[config.mk]
export PLATFORM = sky130hd
export DESIGN_NAME = ipc_interrupt_positioner
export DESIGN_NICKNAME = d
export VERILOG_FILES = /design/src/ipc_pkg.sv /design/src/ipc_interrupt_positioner.sv
export VERILOG_INCLUDE_DIRS = /design/src
export SDC_FILE = /design/constraint.sdc
export NUM_CORES = 2
export LEC_CHECK = 0
export ABC_AREA = 1
export BUFFER_PORTS_ARGS = -buffer_cell sky130_fd_sc_hd__buf_2
export CAP_MARGIN = 20
export CORE_MARGIN = 1.5
export CORE_UTILIZATION = 63
export DETAILED_ROUTE_END_ITERATION = 10
export PLACE_DENSITY = 0.79
export SYNTH_ARGS = -nofsm -noshare
export SYNTH_HDL_FRONTEND = slang
export SYNTH_SLANG_ARGS = --single-unit
[constraint.sdc]
create_clock -name pclk -period 13.8 [get_ports pclk]
set_input_delay 2.76 -clock pclk [delete_from_list [all_inputs] [get_ports pclk]]
set_output_delay 2.76 -clock pclk [all_outputs]
set_load 0.01 [all_outputs]
[src/ipc_cfg.svh]
// Register offsets, field positions, reset values and timing counts of the interrupt positioner.
`ifndef IPC_CFG_SVH
`define IPC_CFG_SVH
`define IPC_OFS_CTRL      8'h00
`define IPC_OFS_LENGTH    8'h04
`define IPC_OFS_SPEED     8'h08
`define IPC_OFS_RAMP      8'h0C
`define IPC_OFS_GEAR      8'h10
`define IPC_OFS_STATE     8'h14
`define IPC_OFS_REMAIN    8'h18
`define IPC_OFS_INT_STAT  8'h1C
`define IPC_OFS_INT_MASK  8'h20
`define IPC_MODE_LSB      0
`define IPC_FUNC8_LSB     8
`define IPC_DIRCFG_LSB    16
`define IPC_SHIFT_LSB     16
`define IPC_CTRL_RST      32'h0000_0000
`define IPC_SPEED_RST     16'h0000
`define IPC_RAMP_RST      16'h0000
`define IPC_GEAR_RST      32'h0000_0001
`define IPC_TRIG_FUNC     8'h22
`define IPC_EV_START      0
`define IPC_EV_DONE       1
`define IPC_EV_ABORT      2
`define IPC_TICK_US       1000
`define IPC_CLK_MHZ       100
`define IPC_TICK_CYCLES   (`IPC_TICK_US * `IPC_CLK_MHZ)
`endif

[src/ipc_pkg.sv]
// Types shared by the interrupt positioner and its bench.
package ipc_pkg;
    typedef enum logic [1:0] {
        IPC_IDLE = 2'b00,
        IPC_RUN  = 2'b01,
        IPC_HOLD = 2'b10
    } ipc_state_type;

    typedef struct packed {
        logic input_terminal_eight;
        logic input_terminal_nine;
        logic interrupt_unlock_in;
        logic interrupt_prohibit_in;
    } ipc_din_type;

    typedef struct packed {
        logic pos_mode;
        logic cur_dir_neg;
        logic cmd_zero;
    } ipc_host_type;

    typedef struct packed {
        logic        override_active;
        logic        move_active;
        logic        move_done;
        logic        move_dir_neg;
        logic [15:0] move_increment;
        logic        move_tick;
    } ipc_move_type;
endpackage : ipc_pkg

[src/ipc_interrupt_positioner.sv]
// Interrupt positioning sequencer with APB register access.
// Function
// Interrupt move preempts running position command
// Move length is signed 32-bit length setting
// Move runs at the speed setting
// Ramp uses the ramp time setting
// Mode zero ignores trigger entirely
// Modes 1,2 rising edge; 3,4 falling
// Modes 1,3 auto release; 2,4 unlock
// Trigger taken only from terminal eight
// Host maps trigger function to terminal
// Unlock input releases held interrupt state
// Prohibit input blocks interrupt moves
// Completion output asserted after move finishes
// In-progress output high while moving
// Direction rule from second decimal digit
// Follow rule: match positive, else negative
// Sign rule: direction from increment sign
// Zero command: move along increment sign
// Length scaled through electronic gear ratio
// Inputs synchronised; one edge per interrupt
`timescale 1ns/1ps
`default_nettype none
`include "ipc_cfg.svh"
module ipc_interrupt_positioner #(
    parameter int TICK_CYCLES = `IPC_TICK_CYCLES
) (
    // Clock, reset and enable
    input  wire logic                  pclk,
    input  wire logic                  presetn,
    input  wire logic                  ce,
    // APB slave
    input  wire logic                  psel,
    input  wire logic                  penable,
    input  wire logic                  pwrite,
    input  wire logic [7:0]            paddr,
    input  wire logic [31:0]           pwdata,
    output logic      [31:0]           prdata,
    output logic                       pready,
    output logic                       pslverr,
    // Terminals and drive status
    input  wire ipc_pkg::ipc_din_type  din,
    input  wire ipc_pkg::ipc_host_type host,
    // Move command and interrupt
    output ipc_pkg::ipc_move_type      move,
    output logic                       irq
);
    import ipc_pkg::*;

    // Sequencer and registers.
    ipc_state_type state_reg;
    logic [31:0]   ctrl_reg;
    logic [31:0]   length_reg;
    logic [15:0]   speed_reg;
    logic [15:0]   ramp_reg;
    logic [31:0]   gear_reg;
    logic [2:0]    int_stat_reg;
    logic [2:0]    int_mask_reg;

    // Synchronisers.
    logic [3:0]    sync1_reg;
    logic [3:0]    sync2_reg;
    logic          trig_prev_reg;

    // Motion profile.
    logic [31:0]   remain_reg;
    logic [31:0]   ramp_dist_reg;
    logic [31:0]   acc_reg;
    logic [15:0]   vel_reg;
    logic [31:0]   tick_cnt_reg;
    logic          done_reg;
    logic          dir_neg_reg;

    // Output flops.
    ipc_move_type  move_reg;
    logic [31:0]   prdata_reg;
    logic          pready_reg;
    logic          pslverr_reg;
    logic          irq_reg;

    // Control fields.
    logic [2:0]    mode;
    logic [7:0]    func8;
    logic [15:0]   dir_cfg;
    logic          rule_sign;

    // Trigger path.
    logic          trig_s;
    logic          unlock_s;
    logic          prohibit_s;
    logic          rise;
    logic          fall;
    logic          start;
    logic          tick;
    logic          decel;

    // Profile helpers.
    logic [31:0]   abs_len;
    logic [47:0]   scaled;
    logic [31:0]   enc_len;
    logic [31:0]   step;

    // Bus decode.
    logic          wr_en;
    logic          rd_en;
    logic          rd_stat;
    logic [2:0]    ev;
    logic          mapped;
    logic [31:0]   rd_mux;

    assign mode      = ctrl_reg[`IPC_MODE_LSB +: 3];
    assign func8     = ctrl_reg[`IPC_FUNC8_LSB +: 8];
    assign dir_cfg   = ctrl_reg[`IPC_DIRCFG_LSB +: 16];
    // Second decimal digit from the right; only 0 or 1 are meaningful, others use sign rule.
    assign rule_sign = ((dir_cfg / 16'd10) % 16'd10) != 16'd0;

    // Stage two of each synchroniser is the only consumer of stage one.
    always_ff @(posedge pclk or negedge presetn) begin
        if (!presetn) begin
            sync1_reg     <= 4'h0;
            sync2_reg     <= 4'h0;
            trig_prev_reg <= 1'b0;
        end else if (ce) begin
            // Order: terminal eight, nine, unlock, prohibit.
            sync1_reg     <= {din.input_terminal_eight, din.input_terminal_nine,
                              din.interrupt_unlock_in, din.interrupt_prohibit_in};
            sync2_reg     <= sync1_reg;
            trig_prev_reg <= sync2_reg[3];
        end
    end

    // Terminal nine is synchronised but never triggers a move.
    assign trig_s     = sync2_reg[3];
    assign unlock_s   = sync2_reg[1];
    assign prohibit_s = sync2_reg[0];
    assign rise       = trig_s & ~trig_prev_reg;
    assign fall       = ~trig_s & trig_prev_reg;

    // Edges only count while idle, so a move is started once per interrupt.
    always_comb begin
        start = 1'b0;
        if (state_reg == IPC_IDLE && host.pos_mode && !prohibit_s
            && func8 == `IPC_TRIG_FUNC) begin
            unique case (mode)
                3'd1, 3'd2: start = rise;
                3'd3, 3'd4: start = fall;
                default:    start = 1'b0;
            endcase
        end
    end

    // Move length scaled to encoder counts by gear numerator and right shift.
    // Bits above 31 are dropped; the shift sets ratios below one.
    assign abs_len = length_reg[31] ? (~length_reg + 32'h0000_0001) : length_reg;
    assign scaled  = (48'(abs_len) * 48'(gear_reg[15:0])) >> gear_reg[`IPC_SHIFT_LSB +: 5];
    assign enc_len = scaled[31:0];

    // Profile tick; speed is issued in counts per tick.
    always_ff @(posedge pclk or negedge presetn) begin
        if (!presetn) begin
            tick_cnt_reg <= 32'h0000_0000;
        end else if (ce) begin
            if (tick_cnt_reg >= 32'(TICK_CYCLES - 1)) begin
                tick_cnt_reg <= 32'h0000_0000;
            end else begin
                tick_cnt_reg <= tick_cnt_reg + 32'h0000_0001;
            end
        end
    end
    assign tick  = tick_cnt_reg >= 32'(TICK_CYCLES - 1);
    assign decel = remain_reg <= ramp_dist_reg;
    assign step  = (32'(vel_reg) < remain_reg) ? 32'(vel_reg) : remain_reg;

    // Sequencer state.
    always_ff @(posedge pclk or negedge presetn) begin
        if (!presetn) begin
            state_reg <= IPC_IDLE;
            done_reg  <= 1'b0;
        end else if (ce) begin
            unique case (state_reg)
                IPC_IDLE: begin
                    if (start) begin
                        state_reg <= IPC_RUN;
                        done_reg  <= 1'b0;
                    end
                end

                IPC_RUN: begin
                    if (prohibit_s || !host.pos_mode) begin
                        state_reg <= IPC_IDLE;
                    end else if (remain_reg == 32'h0000_0000) begin
                        done_reg <= 1'b1;
                        if (mode == 3'd2 || mode == 3'd4) begin
                            state_reg <= IPC_HOLD;
                        end else begin
                            state_reg <= IPC_IDLE;
                        end
                    end
                end

                IPC_HOLD: begin
                    // A trigger edge here is ignored until release.
                    if (unlock_s) begin
                        state_reg <= IPC_IDLE;
                    end
                end
                default: state_reg <= IPC_IDLE;
            endcase
        end
    end

    // Direction captured at the start of each move.
    always_ff @(posedge pclk or negedge presetn) begin
        if (!presetn) begin
            dir_neg_reg <= 1'b0;
        end else if (ce && start) begin
            // A zero running command has no direction to follow.
            if (host.cmd_zero) begin
                dir_neg_reg <= length_reg[31];
            end else if (rule_sign) begin
                dir_neg_reg <= length_reg[31];
            end else begin
                dir_neg_reg <= host.cur_dir_neg ^ length_reg[31];
            end
        end
    end

    // Trapezoid profile: velocity steps by one each time the accumulated
    // speed-per-tick reaches the ramp time, so full speed is met after ramp ticks.
    always_ff @(posedge pclk or negedge presetn) begin
        if (!presetn) begin
            remain_reg    <= 32'h0000_0000;
            ramp_dist_reg <= 32'h0000_0000;
            acc_reg       <= 32'h0000_0000;
            vel_reg       <= 16'h0000;
        end else if (ce) begin
            if (start) begin
                remain_reg    <= enc_len;
                ramp_dist_reg <= 32'h0000_0000;
                acc_reg       <= 32'h0000_0000;
                vel_reg       <= (ramp_reg == 16'h0000) ? speed_reg : 16'h0001;
            end else if (state_reg == IPC_RUN) begin
                // Ticks spend counts; cycles between them move the velocity.
                if (tick) begin
                    remain_reg <= remain_reg - step;
                    acc_reg    <= acc_reg + 32'(speed_reg);
                    if (!decel && vel_reg < speed_reg) begin
                        ramp_dist_reg <= ramp_dist_reg + 32'(vel_reg);
                    end
                end else if (ramp_reg != 16'h0000 && acc_reg >= 32'(ramp_reg)) begin
                    acc_reg <= acc_reg - 32'(ramp_reg);
                    if (decel) begin
                        if (vel_reg > 16'h0001) begin
                            vel_reg <= vel_reg - 16'h0001;
                        end
                    end else if (vel_reg < speed_reg) begin
                        vel_reg <= vel_reg + 16'h0001;
                    end
                end
            end else begin
                // The next move starts again from the ramp floor.
                vel_reg <= 16'h0000;
            end
        end
    end

    // Move command outputs.
    always_ff @(posedge pclk or negedge presetn) begin
        if (!presetn) begin
            move_reg <= '0;
        end else if (ce) begin
            move_reg.override_active <= state_reg != IPC_IDLE;
            move_reg.move_active     <= state_reg == IPC_RUN;
            move_reg.move_done       <= done_reg;
            move_reg.move_dir_neg    <= dir_neg_reg;
            // Tick and increment mark the same profile step.
            move_reg.move_tick       <= tick && state_reg == IPC_RUN;
            move_reg.move_increment  <= (tick && state_reg == IPC_RUN) ? step[15:0] : 16'h0000;
        end
    end

    // APB: zero-wait slave, answer registered during the setup cycle.
    // Read data is taken at setup, so status may still change before the access edge.
    assign wr_en   = psel & penable & pready_reg & pwrite & ~pslverr_reg;
    assign rd_en   = psel & penable & pready_reg & ~pwrite;
    assign rd_stat = rd_en && paddr == `IPC_OFS_INT_STAT;

    always_comb begin
        mapped = 1'b1;
        rd_mux = 32'h0000_0000;
        // Unmapped offsets read zero and raise the error flag.
        unique case (paddr)
            `IPC_OFS_CTRL:     rd_mux = ctrl_reg;
            `IPC_OFS_LENGTH:   rd_mux = length_reg;
            `IPC_OFS_SPEED:    rd_mux = {16'h0000, speed_reg};
            `IPC_OFS_RAMP:     rd_mux = {16'h0000, ramp_reg};
            `IPC_OFS_GEAR:     rd_mux = gear_reg;
            `IPC_OFS_STATE:    rd_mux = {28'h0000000, dir_neg_reg, done_reg, state_reg};
            `IPC_OFS_REMAIN:   rd_mux = remain_reg;
            `IPC_OFS_INT_STAT: rd_mux = {29'h00000000, int_stat_reg};
            `IPC_OFS_INT_MASK: rd_mux = {29'h00000000, int_mask_reg};
            default:           mapped = 1'b0;
        endcase
    end

    always_ff @(posedge pclk or negedge presetn) begin
        if (!presetn) begin
            prdata_reg  <= 32'h0000_0000;
            pready_reg  <= 1'b0;
            pslverr_reg <= 1'b0;
        end else if (ce) begin
            // Ready never re-arms while penable is high.
            pready_reg  <= psel & ~penable;
            if (psel && !penable) begin
                prdata_reg  <= pwrite ? 32'h0000_0000 : rd_mux;
                pslverr_reg <= ~mapped;
            end else begin
                pslverr_reg <= 1'b0;
            end
        end
    end

    always_ff @(posedge pclk or negedge presetn) begin
        if (!presetn) begin
            ctrl_reg     <= `IPC_CTRL_RST;
            length_reg   <= 32'h0000_0000;
            speed_reg    <= `IPC_SPEED_RST;
            ramp_reg     <= `IPC_RAMP_RST;
            gear_reg     <= `IPC_GEAR_RST;
            int_mask_reg <= 3'h0;
        end else if (ce && wr_en) begin
            // State, remaining length and status are read-only.
            unique case (paddr)
                `IPC_OFS_CTRL:     ctrl_reg     <= pwdata;
                `IPC_OFS_LENGTH:   length_reg   <= pwdata;
                `IPC_OFS_SPEED:    speed_reg    <= pwdata[15:0];
                `IPC_OFS_RAMP:     ramp_reg     <= pwdata[15:0];
                `IPC_OFS_GEAR:     gear_reg     <= pwdata;
                `IPC_OFS_INT_MASK: int_mask_reg <= pwdata[2:0];
                default:           ;
            endcase
        end
    end

    // Sticky events; a read clears only the bits it returned.
    always_comb begin
        ev = 3'h0;
        // Done and abort exclude each other by their terms.
        ev[`IPC_EV_START] = start;
        ev[`IPC_EV_DONE]  = state_reg == IPC_RUN && remain_reg == 32'h0000_0000
                            && !prohibit_s && host.pos_mode;
        ev[`IPC_EV_ABORT] = state_reg == IPC_RUN && (prohibit_s || !host.pos_mode);
    end

    always_ff @(posedge pclk or negedge presetn) begin
        if (!presetn) begin
            int_stat_reg <= 3'h0;
            irq_reg      <= 1'b0;
        end else if (ce) begin
            int_stat_reg <= (rd_stat ? (int_stat_reg & ~prdata_reg[2:0]) : int_stat_reg) | ev;
            irq_reg      <= |(((rd_stat ? (int_stat_reg & ~prdata_reg[2:0]) : int_stat_reg) | ev)
                              & int_mask_reg);
        end
    end

    assign prdata  = prdata_reg;
    assign pready  = pready_reg;
    assign pslverr = pslverr_reg;
    assign move    = move_reg;
    assign irq     = irq_reg;
endmodule : ipc_interrupt_positioner
`default_nettype wire

==> metrics.md <==
| Metric | Value |
|---|---|
| Post-Synthesis Net Count | `between 6000 and 7000` |
| Kind of critical path | `register to register` |
| Max Clk Rate | `82.26 MHz` |
| Area Overhead vs Synth | `6.647%` |
| DRC Markers | `0` |
| Crit share post-route | `around nine tenths` |
| Worst-skew pair later-pin latency | `approximately 0.58 ns` |
| Post-layout nets | `slightly above 6000` |
| Vias per Instance | `between 5 and 6` |
| Routed via count | `between 30000 and 40000` |
| Final setup vio count | `0` |
| I/O pin total | `around 110` |
| Most common cell after layout, fill and taps aside | `nand2_1` |
| Worst-case reg-to-reg path depth | `57` |
| Xor/xnor share of the synthesized area | `about 2.8%` |
| Async set-reset flop share out of synthesis | `100.0%` |
| Slew headroom | `22.83%` |
| Status | `finished clean` |
| Slew @ Worst Pin | `about 1.1 ns` |
| Crit path max fanout | `19` |
| CTS tree | `done` |
| Simple-Gate Fraction of Synth Area | `a little over a fifth` |
| EDFF count, synth | `0` |
| Largest net degree at the start of global routing | `between 100 and 150` |
| Ys Warns | `0` |
| Dominant synthesized flop cell | `dfrtp_1` |
| Fin. Hold Viols | `0` |
| Hold path depth | `2` |
| Clk root buf | `clkbuf_16` |
| Synth unique cells | `between 50 and 60` |
| Worst EP required | `14.21 ns` |
| Drt wl/cell | `around 19 um` |
| Compound-Gate Fraction of Synth Area | `14.45%` |
| Total power draw | `between 2 and 2.5 mW` |
| DRT iter0 DRCs | `roughly 4200` |
| Most frequent cells in the layout | `nand2_1, inv_1, o21ai_0` |
| Mapped Area | `40490 um2` |
| Most common cell on crit path | `inv_1` |
| Clock transition at the registers of the reported paths | `0.06 ns` |
| Post-synthesis cell count | `between 5000 and 6000` |
| Count of input and output buffers | `about 110` |
| Critical path endpoint category | `register` |
| Ratio of cells with drive above 1 in the final layout | `under 10%` |
| Max Cap Viol | `0` |
| Worst path slowest cell | `nand2_1` |
| Antenna-violating nets left | `0` |
| Placed Instance Area | `41690 um2` |
| Layout Cell Area excl Fill | `around 43000 um2` |
| Reg2reg setup slack | `between 1.5 and 2 ns` |
| Tmin final | `roughly 12 ns` |
| Die Y | `roughly 260 um` |
| Post-DP HPWL | `about 93000 um` |
| Die width | `256.5 um` |
| Reg2reg start | `length_reg[0]` |
| Setup tns final | `0 ns` |
| Largest family of logic cells by synthesized area | `adder cells` |
| Vias in the first global route | `35672` |
| Static leakage | `roughly 22 nW` |
| GRT Resource Usage Total | `a little under two fifths` |
| RSZ-0062 raised after global routing | `false` |
| RR Endpoint | `remain_reg[31]` |
| First-pass detailed-route iteration total | `7` |
| Max incr delay on CP | `0.76 ns` |
| Register area share after synthesis | `21.33%` |
| CTS Buffer Depth | `3` |
| Power density cells | `55.27 nW/um2` |
| Max-slew violations | `0` |
| Adder-Cell Fraction of Synth Area | `between 20% and 30%` |
| Total CTS buffers | `38` |
| GP Congestion | `between 0.9 and 1` |
| Min-delay src | `sync1_reg[0]` |
| GR Overflow Total | `0` |
| Final clock skew | `~0.028 ns` |
| Hold EP | `sync1_reg[0]` |
| Num rows | `between 90 and 100` |
| Global-route wire length before repair | `~190000 um` |
| Mapped Avg Cell Area | `~7.4 um2` |
| Total wire length | `between 100000 and 150000 um` |
| Synth Register Bits | `approximately 350` |
| Initial antenna violation count | `2` |
| Die Area | `~66000 um2` |
| Mux cell area share after synthesis | `0.3708%` |
| VDD IR max | `0.00008476 V` |
| Hold buffer count at CTS | `0` |
| Post-CTS Resized | `0` |
| Core box area | `~63000 um2` |
| # clock sinks | `approximately 350` |
| Hold crit path type | `register to register` |
| Startpoint Class | `register` |
| CTS HTree Levels | `2` |
| Initial Utilization | `between 60% and 70%` |
| Arrival @ worst endpoint | `~13 ns` |
| Post-CTS Setup Inserts | `0` |
## per-stage QoR
stage	utilization [%]	instances	worst slack, ns	hold slack (ns)
CTS	68.02	6301	1.979	0.4679
floorplan	-	5442	4.195	0.4320
detailed placement	65.86	6235	2.052	0.4621
finish	68.20	6307	1.643	0.4685
global route	68.20	6306	0.6376	0.5023
global placement	65.86	6235	2.352	0.4556
## metal layers
| layer | share of wire [%] | global-route usage [%] |
|---|---|---|
| met5 | 0.026 | 0 |
| met4 | 5.0 | 16.27 |
| met3 | 10 | 6.544 |
| met2 | 44 | 57.55 |
| met1 | 41 | 51.88 |
## cell usage after synthesis (all sizes together), types with 12 or more instances
master	instances	area [um2]
a211oi	12	90.09
a21o	16	120.1
a21oi	243	1224
a221oi	29	254.0
a22oi	21	157.7
a31oi	25	156.4
buf	23	95.09
clkbuf	188	705.7
clkinv	17	65.06
dfrtp	344	8608
fa	422	8448
ha	255	3191
inv	991	3722
mux2i	15	150.1
nand2	1211	4796
nand3	180	983.4
nand4	44	275.3
nor2	476	1799
nor3	77	385.4
nor4	20	125.1
o211ai	21	157.7
o21ai	515	2577
o21bai	16	127.6
o22ai	67	419.2
o31ai	13	97.59
xnor2	45	394.1
xor2	82	725.7
## cell type report
type,count,area [um2]
Timing Repair Buffer,163,1044
Clock buffer,50,1057
Sequential cell,345,8635
Fill cell,5427,20130
Inverter,1008,3787
Clock inverter,16,310.3
Antenna cell,1,2.502
Tap cell,846,1059
Multi-Input combinational cell,3878,27280
## report_power, final
part | internal (mW) | leakage [nW] | switching [mW] | total, mW
registers | 1.03 | 4.55 | 0.0196 | 1.05
clock network | 0.692 | 0.669 | 0.451 | 1.14
logic | 0.0603 | 16.3 | 0.133 | 0.193
## logic make-up after synthesis
group                      after synthesis
AOI/OAI and AO/OA                     1031
xor gates and xnor gates               127
adders and majority gates              677
buffers and inverters                 1219
DFF                                    345
muxes                                   15
and+or+nand+nor                       2028
## critical path: cells and delay by family (launching register included)
| kind | cells | cell delay (ns) |
|---|---|---|
| buffers and inverters | 12 | 0.81 |
| adder cells (fa/ha/maj) | 7 | 3.35 |
| AO/OA/AOI/OAI | 21 | 3.91 |
| flip-flops | 1 | 0.73 |
| XOR/XNOR | 1 | 0.27 |
| AND/OR/NAND/NOR | 16 | 2.93 |
## worst max-delay path by stage
stage / start / to / slack, ns / depth (start not counted)
finish: length_reg[0] / remain_reg[31] / 1.64 / 57
global route: length_reg[0] / remain_reg[31] / 0.64 / 55
CTS: length_reg[0] / remain_reg[31] / 1.98 / 55
detailed placement: length_reg[0] / remain_reg[31] / 2.05 / 55
global placement: length_reg[0] / remain_reg[31] / 2.35 / 55
floorplan: length_reg[0] / remain_reg[31] / 4.20 / 60
Note: power is estimated with default switching activity, not from simulation.
